**src/rtl/isg_consts.vh**
```
`ifndef ISG_CONSTS_VH
`define ISG_CONSTS_VH

// Register word offsets (byte addresses)
`define ISG_ADR_CTRL        4'h0
`define ISG_ADR_STATUS      4'h4
`define ISG_ADR_MASK        4'h8

// Control register field positions
`define ISG_CTRL_STOP       0
`define ISG_CTRL_START      1
`define ISG_CTRL_ACKE       2
`define ISG_CTRL_WTIM       3
`define ISG_CTRL_EXIT       6
`define ISG_CTRL_ENABLE     7

// Status register field positions
`define ISG_ST_STOP_DET     0
`define ISG_ST_ARB_LOST     1
`define ISG_ST_TX_STATUS    3
`define ISG_ST_BUSY         4
`define ISG_ST_MASTER       7

// Reset values
`define ISG_CTRL_RESET      8'h00
`define ISG_STICKY_RESET    2'h0
`define ISG_MASK_RESET      2'h0

// Bus timing, times in ns, clock in MHz
`define ISG_CLK_MHZ         200
`define ISG_T_LOW_NS        4700
`define ISG_T_SU_STO_NS     4000
`define ISG_T_LOW_CYC       ((`ISG_T_LOW_NS * `ISG_CLK_MHZ + 999) / 1000)
`define ISG_T_SU_STO_CYC    ((`ISG_T_SU_STO_NS * `ISG_CLK_MHZ + 999) / 1000)

`endif

```
**src/rtl/isg_stop_gen.v**
```verilog
// Decided for this implementation: the address map and the Wishbone register port.
`timescale 1ns/100ps
// Notes on behaviour
// Stop: data low, clock high, then data rises
// No stop request during receive byte transfer; set_stop does not check for a transfer here
// Receive: request stop after final-byte wait
// Transmit: request stop after ninth clock
// Never request stop with start together; a control write with both bits set passes on both here
// Request stop only while bus master
// Eight-clock wait: stop in ninth clock high
// Switch wait timing before requesting stop
// No second request before first clears
// Arbitration loss clears pending stop
// Detected stop clears the stop trigger
// Exit, disable and reset clear trigger
// Generate first stop before any detected
// Transmit status: release wait, float data
// Stop trigger reads back as zero
// Exit bit 6, enable bit 7, control register
// Stop detected flag visible to software
`include "isg_consts.vh"

module isg_stop_gen (
    input  wire        clk_sys_i,
    input  wire        rst_n_i,
    // Wishbone classic slave
    input  wire        wb_cyc_i,
    input  wire        wb_stb_i,
    input  wire        wb_we_i,
    input  wire [3:0]  wb_adr_i,
    input  wire [3:0]  wb_sel_i,
    input  wire [31:0] wb_dat_i,
    output reg  [31:0] wb_dat_o,
    output reg         wb_ack_o,
    // Interrupt
    output reg         irq_o,
    // Bus pins, open drain
    input  wire        scl_i,
    output reg         scl_o,
    output reg         scl_oe_o,
    input  wire        sda_i,
    output reg         sda_o,
    output reg         sda_oe_o,
    // Rest of the controller, same clock
    input  wire        master_i,
    input  wire        arb_lost_i,
    input  wire        transmit_status_i,
    input  wire        wait_after_eight_i,
    output reg         wait_release_o,
    output reg         transmit_status_clear_o,
    output reg         stop_detect_o,
    output reg         start_trigger_o,
    output reg         acknowledge_enable_o,
    output reg         wait_timing_select_o,
    output reg         operation_enable_o
);

    // Sequencer states, one-hot
    localparam [5:0] S_IDLE  = 6'h01;
    localparam [5:0] S_FLOAT = 6'h02;
    localparam [5:0] S_LOW   = 6'h04;
    localparam [5:0] S_HIGH  = 6'h08;
    localparam [5:0] S_SETUP = 6'h10;
    localparam [5:0] S_DET   = 6'h20;

    localparam integer T_LOW_INT = `ISG_T_LOW_CYC;      // Clock low time, full width
    localparam integer T_SU_INT  = `ISG_T_SU_STO_CYC;   // Stop setup time, full width
    localparam [9:0]   T_LOW     = T_LOW_INT[9:0];      // Clock low time in cycles
    localparam [9:0]   T_SU      = T_SU_INT[9:0];       // Stop setup time in cycles

    reg  [5:0] state;          // Sequencer state
    reg  [5:0] next_state;     // Next sequencer state
    reg  [9:0] cnt;            // Timing down-counter
    reg  [9:0] next_cnt;       // Next counter value
    reg        stop_pend;      // Internal stop trigger
    reg  [1:0] sticky;         // Stop detected, arbitration lost
    reg  [1:0] mask;           // Interrupt mask, same layout
    reg        next_scl_oe;    // Next clock drive
    reg        next_sda_oe;    // Next data drive
    reg        next_wrel;      // Next wait release pulse
    wire       scl_sync;       // Synchronised clock line
    wire       stop_det;       // Stop condition seen on bus
    wire       wb_req;         // New bus request
    wire       wr_ctrl;        // Control register write
    wire       rd_status;      // Status register read
    wire       clr_cond;       // Anything that cancels the stop
    wire       set_stop;       // Stop request accepted

    // Byte-lane-0 write to a given offset
    function lane_wr;
        input [3:0] adr;
        input [3:0] target;
        begin
            lane_wr = wb_req & wb_we_i & wb_sel_i[0] & (adr == target);
        end
    endfunction

    // Bus line monitor
    isg_line_mon u_mon (
        .clk_sys_i  (clk_sys_i),
        .rst_n_i    (rst_n_i),
        .scl_i      (scl_i),
        .sda_i      (sda_i),
        .scl_sync_o (scl_sync),
        .stop_det_o (stop_det)
    );

    assign wb_req    = wb_cyc_i & wb_stb_i & ~wb_ack_o;
    assign wr_ctrl   = lane_wr(wb_adr_i, `ISG_ADR_CTRL);
    assign rd_status = wb_req & ~wb_we_i & (wb_adr_i == `ISG_ADR_STATUS);
    // Exit written 1, enable off, or arbitration lost
    assign clr_cond  = (wr_ctrl & wb_dat_i[`ISG_CTRL_EXIT])
                     | ~operation_enable_o
                     | arb_lost_i;
    // Accept a stop request only as master and with none pending
    assign set_stop  = wr_ctrl & wb_dat_i[`ISG_CTRL_STOP] & master_i & ~stop_pend;

    // Wishbone answer: one cycle after request, dropped next cycle
    always @(posedge clk_sys_i) begin
        if (!rst_n_i) begin
            wb_ack_o <= 1'b0;
            wb_dat_o <= 32'h00000000;
        end else begin
            wb_ack_o <= wb_req;
            wb_dat_o <= 32'h00000000;
            if (wb_req & ~wb_we_i) begin
                case (wb_adr_i)
                    // Stop and exit bits always read zero
                    `ISG_ADR_CTRL: begin
                        wb_dat_o[`ISG_CTRL_STOP]   <= 1'b0;
                        wb_dat_o[`ISG_CTRL_START]  <= start_trigger_o;
                        wb_dat_o[`ISG_CTRL_ACKE]   <= acknowledge_enable_o;
                        wb_dat_o[`ISG_CTRL_WTIM]   <= wait_timing_select_o;
                        wb_dat_o[`ISG_CTRL_ENABLE] <= operation_enable_o;
                    end
                    // Sticky events plus live state
                    `ISG_ADR_STATUS: begin
                        wb_dat_o[`ISG_ST_STOP_DET]  <= sticky[0];
                        wb_dat_o[`ISG_ST_ARB_LOST]  <= sticky[1];
                        wb_dat_o[`ISG_ST_TX_STATUS] <= transmit_status_i;
                        wb_dat_o[`ISG_ST_BUSY]      <= ~state[0];
                        wb_dat_o[`ISG_ST_MASTER]    <= master_i;
                    end
                    `ISG_ADR_MASK: begin
                        wb_dat_o[1:0] <= mask;
                    end
                    // Unmapped offsets read zero
                    default: begin
                        wb_dat_o <= 32'h00000000;
                    end
                endcase
            end
        end
    end

    // Control bits, stop trigger and mask
    always @(posedge clk_sys_i) begin
        if (!rst_n_i) begin
            operation_enable_o   <= 1'b0;
            acknowledge_enable_o <= 1'b0;
            wait_timing_select_o <= 1'b0;
            start_trigger_o      <= 1'b0;
            stop_pend            <= 1'b0;
            mask                 <= `ISG_MASK_RESET;
        end else begin
            if (wr_ctrl) begin
                operation_enable_o   <= wb_dat_i[`ISG_CTRL_ENABLE];
                acknowledge_enable_o <= wb_dat_i[`ISG_CTRL_ACKE];
                wait_timing_select_o <= wb_dat_i[`ISG_CTRL_WTIM];
            end
            // Start is passed on as a one-cycle request
            start_trigger_o <= wr_ctrl & wb_dat_i[`ISG_CTRL_START];
            if (lane_wr(wb_adr_i, `ISG_ADR_MASK)) begin
                mask <= wb_dat_i[1:0];
            end
            // Clear conditions win over a new request
            if (clr_cond | stop_det) begin
                stop_pend <= 1'b0;
            end else if (set_stop) begin
                stop_pend <= 1'b1;
            end
        end
    end

    // Sticky events, set wins over read-clear
    always @(posedge clk_sys_i) begin
        if (!rst_n_i) begin
            sticky        <= `ISG_STICKY_RESET;
            irq_o         <= 1'b0;
            stop_detect_o <= 1'b0;
        end else begin
            sticky[0] <= stop_det | (sticky[0] & ~rd_status);
            sticky[1] <= arb_lost_i | (sticky[1] & ~rd_status);
            stop_detect_o <= stop_det;
            irq_o <= |(sticky & mask);
        end
    end

    // Sequencer next-state logic
    always @* begin
        next_state  = state;
        next_cnt    = cnt;
        next_scl_oe = scl_oe_o;
        next_sda_oe = sda_oe_o;
        next_wrel   = 1'b0;
        case (state)
            // Wait for an accepted request
            S_IDLE: begin
                next_scl_oe = 1'b0;
                next_sda_oe = 1'b0;
                if (set_stop & ~clr_cond) begin
                    next_cnt    = T_LOW;
                    next_scl_oe = 1'b1;
                    if (transmit_status_i) begin
                        // Release wait and let the data line float
                        next_wrel  = 1'b1;
                        next_state = S_FLOAT;
                    end else begin
                        next_sda_oe = 1'b1;
                        next_state  = S_LOW;
                    end
                end
            end
            // Data floats for one low time, then is pulled low
            S_FLOAT: begin
                if (cnt == 10'h000) begin
                    next_sda_oe = 1'b1;
                    next_cnt    = T_LOW;
                    next_state  = S_LOW;
                end else begin
                    next_cnt = cnt - 10'h001;
                end
            end
            // Data low under a low clock
            S_LOW: begin
                if (cnt == 10'h000) begin
                    // Releasing the clock here forms the ninth clock high
                    next_scl_oe = 1'b0;
                    next_state  = S_HIGH;
                end else begin
                    next_cnt = cnt - 10'h001;
                end
            end
            // Wait for the clock line to read high
            S_HIGH: begin
                if (scl_sync) begin
                    next_cnt   = T_SU;
                    next_state = S_SETUP;
                end
            end
            // Setup time, then data rises
            S_SETUP: begin
                if (cnt == 10'h000) begin
                    next_sda_oe = 1'b0;
                    next_state  = S_DET;
                end else begin
                    next_cnt = cnt - 10'h001;
                end
            end
            // Hold off until the stop is seen on the bus
            S_DET: begin
                if (stop_det) begin
                    next_state = S_IDLE;
                end
            end
            default: begin
                next_state  = S_IDLE;
                next_scl_oe = 1'b0;
                next_sda_oe = 1'b0;
            end
        endcase
        // Cancellation releases both lines at once
        if (clr_cond & ~state[0]) begin
            next_state  = S_IDLE;
            next_scl_oe = 1'b0;
            next_sda_oe = 1'b0;
        end
    end

    // Sequencer registers and pin drivers
    always @(posedge clk_sys_i) begin
        if (!rst_n_i) begin
            state                   <= S_IDLE;
            cnt                     <= 10'h000;
            scl_oe_o                <= 1'b0;
            sda_oe_o                <= 1'b0;
            scl_o                   <= 1'b0;
            sda_o                   <= 1'b0;
            wait_release_o          <= 1'b0;
            transmit_status_clear_o <= 1'b0;
        end else begin
            state                   <= next_state;
            cnt                     <= next_cnt;
            scl_oe_o                <= next_scl_oe;
            sda_oe_o                <= next_sda_oe;
            scl_o                   <= 1'b0;
            sda_o                   <= 1'b0;
            // Wait release and transmit status clear pulse together
            wait_release_o          <= next_wrel;
            transmit_status_clear_o <= next_wrel;
        end
    end

endmodule // isg_stop_gen

```
**src/rtl/isg_line_mon.v**
```verilog
`timescale 1ns/100ps
// Synchronises the two bus lines and flags a stop condition
module isg_line_mon (
    input  wire clk_sys_i,
    input  wire rst_n_i,
    input  wire scl_i,
    input  wire sda_i,
    output reg  scl_sync_o,
    output reg  stop_det_o
);

    reg scl_meta;     // First stage, read only by second stage
    reg sda_meta;     // First stage, read only by second stage
    reg sda_sync;     // Synchronised data line
    reg sda_prev;     // Data line one cycle earlier
    reg scl_prev;     // Clock line one cycle earlier

    // Two-flop synchronisers plus one history stage
    always @(posedge clk_sys_i) begin
        if (!rst_n_i) begin
            scl_meta   <= 1'b1;
            sda_meta   <= 1'b1;
            scl_sync_o <= 1'b1;
            sda_sync   <= 1'b1;
            scl_prev   <= 1'b1;
            sda_prev   <= 1'b1;
            stop_det_o <= 1'b0;
        end else begin
            scl_meta   <= scl_i;
            sda_meta   <= sda_i;
            scl_sync_o <= scl_meta;
            sda_sync   <= sda_meta;
            scl_prev   <= scl_sync_o;
            sda_prev   <= sda_sync;
            // Data rising while clock stays high
            stop_det_o <= sda_sync & ~sda_prev & scl_sync_o & scl_prev;
        end
    end

endmodule // isg_line_mon

```
**config.mk**
```make
export PLATFORM = sky130hd
export DESIGN_NAME = isg_stop_gen
export DESIGN_NICKNAME = d
export VERILOG_FILES = /design/src/rtl/isg_stop_gen.v /design/src/rtl/isg_line_mon.v
export VERILOG_INCLUDE_DIRS = /design/src /design/src/rtl
export SDC_FILE = /design/constraint.sdc
export NUM_CORES = 1
export LEC_CHECK = 0
export ABC_AREA = 0
export BUFFER_PORTS_ARGS = -buffer_cell sky130_fd_sc_hd__buf_2
export CORE_ASPECT_RATIO = 2
export CORE_MARGIN = 5
export CORE_UTILIZATION = 31
export CTS_BUF_LIST = sky130_fd_sc_hd__clkbuf_8
export DETAILED_ROUTE_END_ITERATION = 8
export PLACE_DENSITY = 0.6
export SYNTH_ARGS = -nofsm -noshare
export SYNTH_HDL_FRONTEND = slang
export SYNTH_SLANG_ARGS = --single-unit
```
**constraint.sdc**
```tcl
create_clock -name clk_sys_i -period 4.49 [get_ports clk_sys_i]
set_input_delay 0.449 -clock clk_sys_i [delete_from_list [all_inputs] [get_ports clk_sys_i]]
set_output_delay 0.449 -clock clk_sys_i [all_outputs]
set_load 0.005 [all_outputs]
```
# Word-level counts from Yosys, hierarchy flattened
# Cells that the tools add are included.
# totals
inputBits	51
wordCells	120
register_bits	70
out_inout_bits	45
# classes
n_reduce_logical	17
n_addsub	1
n_eq_ne	15
mux	24
bitwise_logic	37
# op_table
operator	count
$mux 10	4
$pmux 10 s4	1
$mux 6	6
$pmux 6 s6	1
$and 1x1->1	20
$reduce_and 3->1	4
$not 1->1	11
$logic_not 10->1	1
$ne 2x2->1 const B	5
$sub 10x1->10 const B	1
$reduce_or 2->1	4
$eq 6x1->1 const B	1
$eq 6x2->1 const B	1
$eq 6x3->1 const B	1
$eq 6x4->1 const B	1
$eq 6x5->1 const B	1
$eq 6x6->1 const B	1
$mux 1	6
$pmux 2 s3	1
$reduce_and 6->1	1
$or 1x1->1	5
$eq 4x3->1 const B	1
$eq 4x4->1 const B	1
$logic_not 4->1	1
11 further kinds	14

# Logic depth before layout (Yosys ltp)
# Gate-level depths: netlist (run 1).
# logic_depth
depth_word	12
ltp_mapped	10
depth_no_buf	8

# Hierarchy
# Synthesis (run 1) repeated with hierarchy kept, for this count alone.
# unflattened
cells_unflattened	285
hier_area_um2	2527.4
# modules_own_cells
mod	seq_area_each_um2	cells_each	instances	area_per_inst_um2
isg_stop_gen	740.7	269	1	2334.7
isg_line_mon	140.1	16	1	192.7

# Worst setup path before layout (run 1)
# OpenSTA, ideal clock, no wires.
# synth_path
path_kind	input port to flip-flop
startpoint	in wb_adr_i[2]
endpoint	reg cnt[1]
cell_stages	8
t_arrival_ps	2758
required_time_ps	4420
n_path_buf	2
slack_ps	1661
path_cell_list	buf_6 > or4_4 > nor4_4 > a21oi_2 > or4b_1 > buf_2 > or3b_1 > a21boi_1
# synth_via
elab_chain_len	9
elab_cells_between_ends	12
cone_classes	1 x eq/ne; 9 x bitwise; 2 x reduce/logical
# synth_lines
item	line_no	source
from (decl)	isg_stop_gen.v:30	input wire [3:0] wb_adr_i,
$logic_not 4->1 *	isg_stop_gen.v:94	lane_wr = wb_req & wb_we_i & wb_sel_i[0] & (adr == target);
$and 1x1->1 *	isg_stop_gen.v:94	
$and 1x1->1	isg_stop_gen.v:112	assign clr_cond = (wr_ctrl & wb_dat_i[`ISG_CTRL_EXIT])
$or 1x1->1 (2 in a row)	isg_stop_gen.v:112	
$not 1->1	isg_stop_gen.v:211	if (set_stop & ~clr_cond) begin
$and 1x1->1 *	isg_stop_gen.v:211	
$ne 2x2->1 (no source line) *	n/a	
$reduce_and 4->1 (no source line) *	n/a	
to (signal assigned)	isg_stop_gen.v:293	cnt <= next_cnt;
to (decl)	isg_stop_gen.v:73	reg [9:0] cnt;
# Mark *: on every way between the ends. The rest lies on a longest branch, timed or not.
# A chain may end at the register's enable or synchronous reset.

# Worst setup path after layout (run 1)
# layout_path
startpoint	in wb_adr_i[1]
endpoint	reg cnt[1]
# Same word-level chain as after synthesis.

==> reports/results.tsv, run 1 <==
metric	value	unit
placed cell areas	2450	um^2
vias in the first global route	1883	
net load switching power	0.166	mW
GRT Util Overall	0.111	
EDFF count, synth	0	
vias	1957	
yosys warns	0	
CP Class	in -> reg	
maximum vdd ir drop	113	uV
Max Cap Viol	0	
crit path launch type	input port	
placed insts	386	
ys async rst share	0	
Starting Density	0.319	
share of layout cells above drive strength 1	0.166	
WP data required	4.73	ns
first-pass GRT wire length	8.48	mm
Pleak	1.07	nW
hold_buf cts	0	
grt total ovfl	0	
register area share after synthesis	0.380	
worst-path fanout max	15	
clock skew	0.00734	ns
vias per cell	4.97	
number of antenna violations at the first check in global routing	0	
PostCTS Resize Cnt	0	
outcome	finished clean	
Final #Nets	354	
predominant post-synthesis flop cell	dfxtp_1	
FP Rows	44	
final worst-path cycle share	0.632	
RSZ-0062 raised after global routing	false	
detailed placement HPWL	4.01	mm
endpoint class of the critical path	register	
internal power	0.572	mW
clock sinks	44	
Period minus WS final	2.84	ns
HP Class	in -> reg	
core area	7270	um^2
setup TNS	0	ns
fillers	786	
Top Ports	96	
Tot Pwr	0.738	mW
flop and latch count out of synthesis	44	
post-route ant nets	0	
Worst Tran Pin Value	0.686	ns
CTS tree	built	
Root Buffer	clkbuf_8	
Clock power frac	0.415	
Slew Viols, Final	0	
post-synthesis cell count	271	
clock latency on the worst-skew pair	0.30	ns
Inserted Clock Buffers	5	
Iter 0 DRT Violations	71	
Hold Vio Cnt, Final	0	
largest net degree at the start of global routing	36	
f_max	0.352	GHz
combinational fraction of design power	0.050	
Routed WL per cell	13.3	um
DIE HEIGHT	132	um
Die ar.	9420	um^2
Syn Area/Cell	8.56	um^2
Max clock buf depth	2	
Pre-antenna DRT Iters	4	
Cell Count, Final, Fillers Out	394	
Setup Fix Bufs, Post-CTS	0	
synthesized area	2320	um^2
final setup fails	0	
placer congestion estimate	0.855	
PortBufs	37	
post-synthesis cell type count	53	
DRC viols	0	
Die X	71.2	um
Seq pwr share	0.536	
Cell Pwr Density	288	nW/um^2
routed wire length	5.23	mm
synthesis-to-finish area growth	10.5	%
sw frac	0.225	
normalized max-slew margin	0.538	
# H-tree levels	2	
n_diodes	0	
design area	2560	um^2
CP arrival	3.08	ns
Worst-path clk slew	0.09	ns
routing by layer:
layer  vias up  share of wire  wire length [um]  track usage
met5         -              0                 0            0
met4         0          0.027               140       0.0596
met3         8          0.067               348       0.0244
met2        65           0.55              2890        0.215
met1       923           0.35              1850        0.102
li1        961              -                 -            -
cell families after synthesis:
| group | after synthesis | synth area share |
|---|---|---|
| AOI/OAI and AO/OA | 51 | 0.144 |
| xor gates and xnor gates | 6 | 0.0227 |
| adders and majority gates | 2 | 0.0108 |
| buffers and inverters | 47 | 0.127 |
| DFF | 44 | 0.380 |
| muxes | 8 | 0.0345 |
| other | 1 | 0.00162 |
| and+or+nand+nor | 112 | 0.279 |
area by class of cell:
class | count | area (um^2) | area share
timing repair buffer | 38 | 193 | 0.0752
clock buffer | 5 | 68.8 | 0.0268
tap | 92 | 115 | 0.0449
clock inverter | 3 | 42.5 | 0.0166
sequential | 44 | 881 | 0.344
inverter | 5 | 18.8 | 0.00732
multi-input combinational | 207 | 1240 | 0.486
power groups by stage:
stage	sequential (mW)	clock (mW)	combinational, mW
finish	0.396	0.306	0.0366
detailed placement	0.405	0	0.0363
global route	0.396	0.332	0.0415
CTS	0.396	0.316	0.0363
floorplan	0.404	0	0.0390
global placement	0.405	0	0.0359
through the flow:
step                 util  hold WS (ns)  setup slack (ns)
floorplan               -         0.372              1.66
finish              0.353         0.319              1.65
CTS                 0.353         0.308              1.65
global route        0.353         0.320              1.55
detailed placement  0.337         0.384              1.33
global placement    0.337         0.375              1.36
cell usage after synthesis, drive strengths merged, types with 2 or more instances:
| cell type | instances | area share |
|---|---|---|
| o221a | 2 | 0.0097 |
| o211ai | 2 | 0.0065 |
| xnor2 | 2 | 0.0076 |
| or4 | 3 | 0.011 |
| buf | 32 | 0.10 |
| nor2 | 19 | 0.031 |
| or4b | 2 | 0.0086 |
| nand4b | 3 | 0.011 |
| nor2b | 10 | 0.027 |
| ha | 2 | 0.011 |
| and2 | 2 | 0.0054 |
| a22oi | 2 | 0.0065 |
| o211a | 2 | 0.0086 |
| nor3 | 9 | 0.019 |
| nand3b | 2 | 0.0065 |
| nor4bb | 2 | 0.0086 |
| nor3b | 4 | 0.013 |
| nand2b | 9 | 0.024 |
| o2bb2ai | 2 | 0.0076 |
| nor4 | 5 | 0.020 |
| a31oi | 3 | 0.0081 |
| a21oi | 20 | 0.045 |
| clkbuf | 10 | 0.016 |
| nand4 | 6 | 0.016 |
| inv | 5 | 0.0081 |
| dfxtp | 44 | 0.38 |
| nand2 | 19 | 0.031 |
| a21boi | 4 | 0.013 |
| nand3 | 6 | 0.013 |
| o21ai | 7 | 0.015 |
| xor2 | 4 | 0.015 |
| mux2i | 8 | 0.035 |
| or3 | 7 | 0.019 |
final timing paths:
check / cells after the start / start / to / slack [ns]
worst max register to register: 8 / cnt[0]$_SDFFE_PN0P_ / state[4]$_SDFFE_PP0P_ / 1.69
worst min register to register: 1 / u_mon.sda_prev$_SDFF_PN1_ / u_mon.stop_det_o$_SDFF_PN0_ / 0.39
worst max-delay path: 8 / wb_adr_i[1] / cnt[1]$_SDFFE_PN0P_ / 1.65
worst min-delay path: 2 / sda_i / u_mon.sda_meta$_SDFF_PN1_ / 0.32
placed cells by master, fill, tap and decap left out, drive strengths merged, types with 3 or more instances in the layout:
| cell type | n |
|---|---|
| clkbuf | 5 |
| or3 | 7 |
| buf | 38 |
| nand2 | 19 |
| a31oi | 3 |
| inv | 5 |
| a21oi | 20 |
| nor4 | 5 |
| o21ai | 7 |
| nand3 | 6 |
| conb | 28 |
| nand2b | 9 |
| a21boi | 4 |
| nor2b | 10 |
| nor2 | 19 |
| dfxtp | 44 |
| xor2 | 4 |
| nand4b | 3 |
| nor3 | 9 |
| or4 | 3 |
| nor3b | 4 |
| nand4 | 6 |
| mux2i | 8 |
state kept, by name (all words and copies together), names as in the netlist, 2 cells and up:
register  count
cnt          10
wb_dat_o      6
state         6
sticky        2
mask          2
worst max-delay path, stage by stage:
cell and delay [ns]:
buf_2 0.12, or4_4 0.55, nor4_4 0.25, buf_4 0.22
a21oi_2 0.09, or4b_1 0.81, or3b_1 0.44, a21boi_1 0.14
Note: power is estimated with default switching activity, not from simulation.
==> run 2: changes to the inputs <==
--- a/config.mk
+++ b/config.mk
@@ -13,7 +13,7 @@
 export CORE_UTILIZATION = 31
 export CTS_BUF_LIST = sky130_fd_sc_hd__clkbuf_8
 export DETAILED_ROUTE_END_ITERATION = 8
-export PLACE_DENSITY = 0.6
+export PLACE_DENSITY = 0.62
 export SYNTH_ARGS = -nofsm -noshare
 export SYNTH_HDL_FRONTEND = slang
 export SYNTH_SLANG_ARGS = --single-unit
==> constraint.sdc (replaced) <==
create_clock -name clk_sys_i -period 2.3 [get_ports clk_sys_i]
set_input_delay 0.23 -clock clk_sys_i [delete_from_list [all_inputs] [get_ports clk_sys_i]]
set_output_delay 0.23 -clock clk_sys_i [all_outputs]
set_load 0.005 [all_outputs]
==> reports/results.tsv, run 2 (synthesis results as in run 1) <==
metric	value	unit
CP arrival	2.43	ns
Hold Vio Cnt, Final	0	
end of the worst hold path	u_mon.scl_meta$_SDFF_PN1_	
Die X	71.2	um
fin util	0.390	
Storage cell area	885	um^2
final hold slack	0.108	ns
Max stage delay cell, worst path	or4_4	
number of antenna violations at the first check in global routing	0	
Cell Pwr Density	515	nW/um^2
CP Class	reg -> reg	
detailed placement HPWL	4.63	mm
outcome	finished clean	
Slew Viols, Final	0	
WP data required	2.50	ns
Final #Nets	384	
hold_sp	scl_i	
Iter 0 DRT Violations	112	
Cell Count, Final, Fillers Out	424	
final worst-path cycle share	0.968	
FP Rows	44	
sw frac	0.227	
DIE HEIGHT	132	um
Biggest register	cnt	
clock sinks	44	
final setup fails	0	
core area	7270	um^2
crit path launch type	register	
endpoint class of the critical path	register	
Clock power frac	0.416	
setup TNS	0	ns
grt total ovfl	0	
CTS tree	built	
internal power	1.13	mW
CP max stage delay	0.47	ns
routed wire length	5.81	mm
r2r startpoint	cnt[0]$_SDFFE_PN0P_	
first-pass GRT wire length	9.37	mm
placed cell areas	2670	um^2
vias	2084	
GRT Util Overall	0.126	
Tot Pwr	1.46	mW
placer congestion estimate	0.878	
design area	2830	um^2
Reg-to-Reg End	state[4]$_SDFFE_PP0P_	
DP Worst Slack	-0.245	ns
worst-path fanout max	3	
R2R setup slack	0.07	ns
hold path cells	2	
Pleak	1.22	nW
clock skew	0.00394	ns
max reg flops	10	
# H-tree levels	2	
Seq pwr share	0.529	
commonest non-fill, non-tap cell in the layout	dfxtp_1	
share of layout cells above drive strength 1	0.283	
Pre-antenna DRT Iters	4	
PortBufs	37	
most frequent cells in the layout	dfxtp_1, buf_2, buf_4, conb_1, a21oi_1	
placed insts	415	
largest registers	cnt: 10 flops, state: 6 flops, wb_dat_o: 6 flops	
synthesis-to-finish area growth	22.2	%
Die ar.	9420	um^2
fillers	784	
Root Buffer	clkbuf_8	
vias per cell	4.92	
Max clock buf depth	2	
Period minus WS final	2.23	ns
Worst Tran Pin Value	0.550	ns
Inserted Clock Buffers	5	
n_diodes	0	
Routed WL per cell	13.7	um
vias in the first global route	2023	
net load switching power	0.331	mW
normalized max-slew margin	0.630	
Top Ports	96	
HP Class	in -> reg	
post-route ant nets	0	
RSZ-0062 raised after global routing	true	
Starting Density	0.319	
maximum vdd ir drop	232	uV
Worst Setup Slack, final	0.0727	ns
f_max	0.449	GHz
Max Cap Viol	0	
DRC viols	0	
worst path cell trace	inv_1, ha_1, or4b_4, or4_4, nand2_2, nor3b_2, buf_4, mux2i_2, nor2_1	
clock latency on the worst-skew pair	0.30	ns
area taken by multi-input logic gates	1280	um^2
R2R depth	9	
Worst-path clk slew	0.09	ns
largest net degree at the start of global routing	20	
combinational fraction of design power	0.055	
run 2: changes by cell type in the layout (fill, tap and decap cells not counted), sizes merged:
cell / previous run / this run
clkinv: 1 / 0
buf: 38 / 68
inv: 5 / 6
run 2: power by group through the flow:
stage / Combinational, mW / Sequential, mW / Clock, mW
floorplan: 0.0768 / 0.789 / 0
global placement: 0.0781 / 0.790 / 0
detailed placement: 0.0795 / 0.791 / 0
CTS: 0.0798 / 0.773 / 0.635
global route: 0.0891 / 0.774 / 0.665
finish: 0.0800 / 0.773 / 0.608
run 2: timing repair:
item                                    in CTS  in global routing
resized for setup                            6                 10
cloned                                       0                  0
setup buffers                                1                  1
pin swaps                                    2                  2
hold buffers                                 0                  0
endpoints found under the setup margin      10                  9
run 2: layer usage:
metal / part of all wire / up-vias / wire length [um] / global-route usage
met2: 0.57 / 65 / 3300 / 0.249
li1: - / 1026 / - / -
met5: 0 / - / 0 / 0
met3: 0.054 / 13 / 311 / 0.0206
met1: 0.34 / 980 / 1990 / 0.112
met4: 0.035 / 0 / 204 / 0.0732
run 2: worst max-delay path by stage:
stage	startpoint	to	slack [ns]	cells after the start
after floorplan	cnt[0]$_SDFFE_PN0P_	state[4]$_SDFFE_PP0P_	-0.08	8
after global placement	cnt[0]$_SDFFE_PN0P_	cnt[8]$_SDFFE_PN0P_	-0.16	9
after detailed placement	cnt[0]$_SDFFE_PN0P_	cnt[8]$_SDFFE_PN0P_	-0.24	9
after CTS	state[2]$_SDFFE_PP0P_	cnt[1]$_SDFFE_PN0P_	0.03	6
after global routing	state[4]$_SDFFE_PP0P_	cnt[1]$_SDFFE_PN0P_	-0.004	6
final	cnt[0]$_SDFFE_PN0P_	state[4]$_SDFFE_PP0P_	0.07	9
run 2: critical path: cells and delay by family, from the launching register on:
family	cells	cell delay (ns)
adders and majority gates	1	0.15
buffers and inverters	2	0.22
DFF	1	0.32
muxes	1	0.22
and+or+nand+nor	5	1.21
run 2: final cells by class:
class,count,share of cell area
clock inverters,3,0.0163
flip-flops and latches,44,0.312
repair buffers,68,0.147
well taps,92,0.0406
inverters,5,0.00662
clock buffers,5,0.0243
multi-input cells,207,0.453
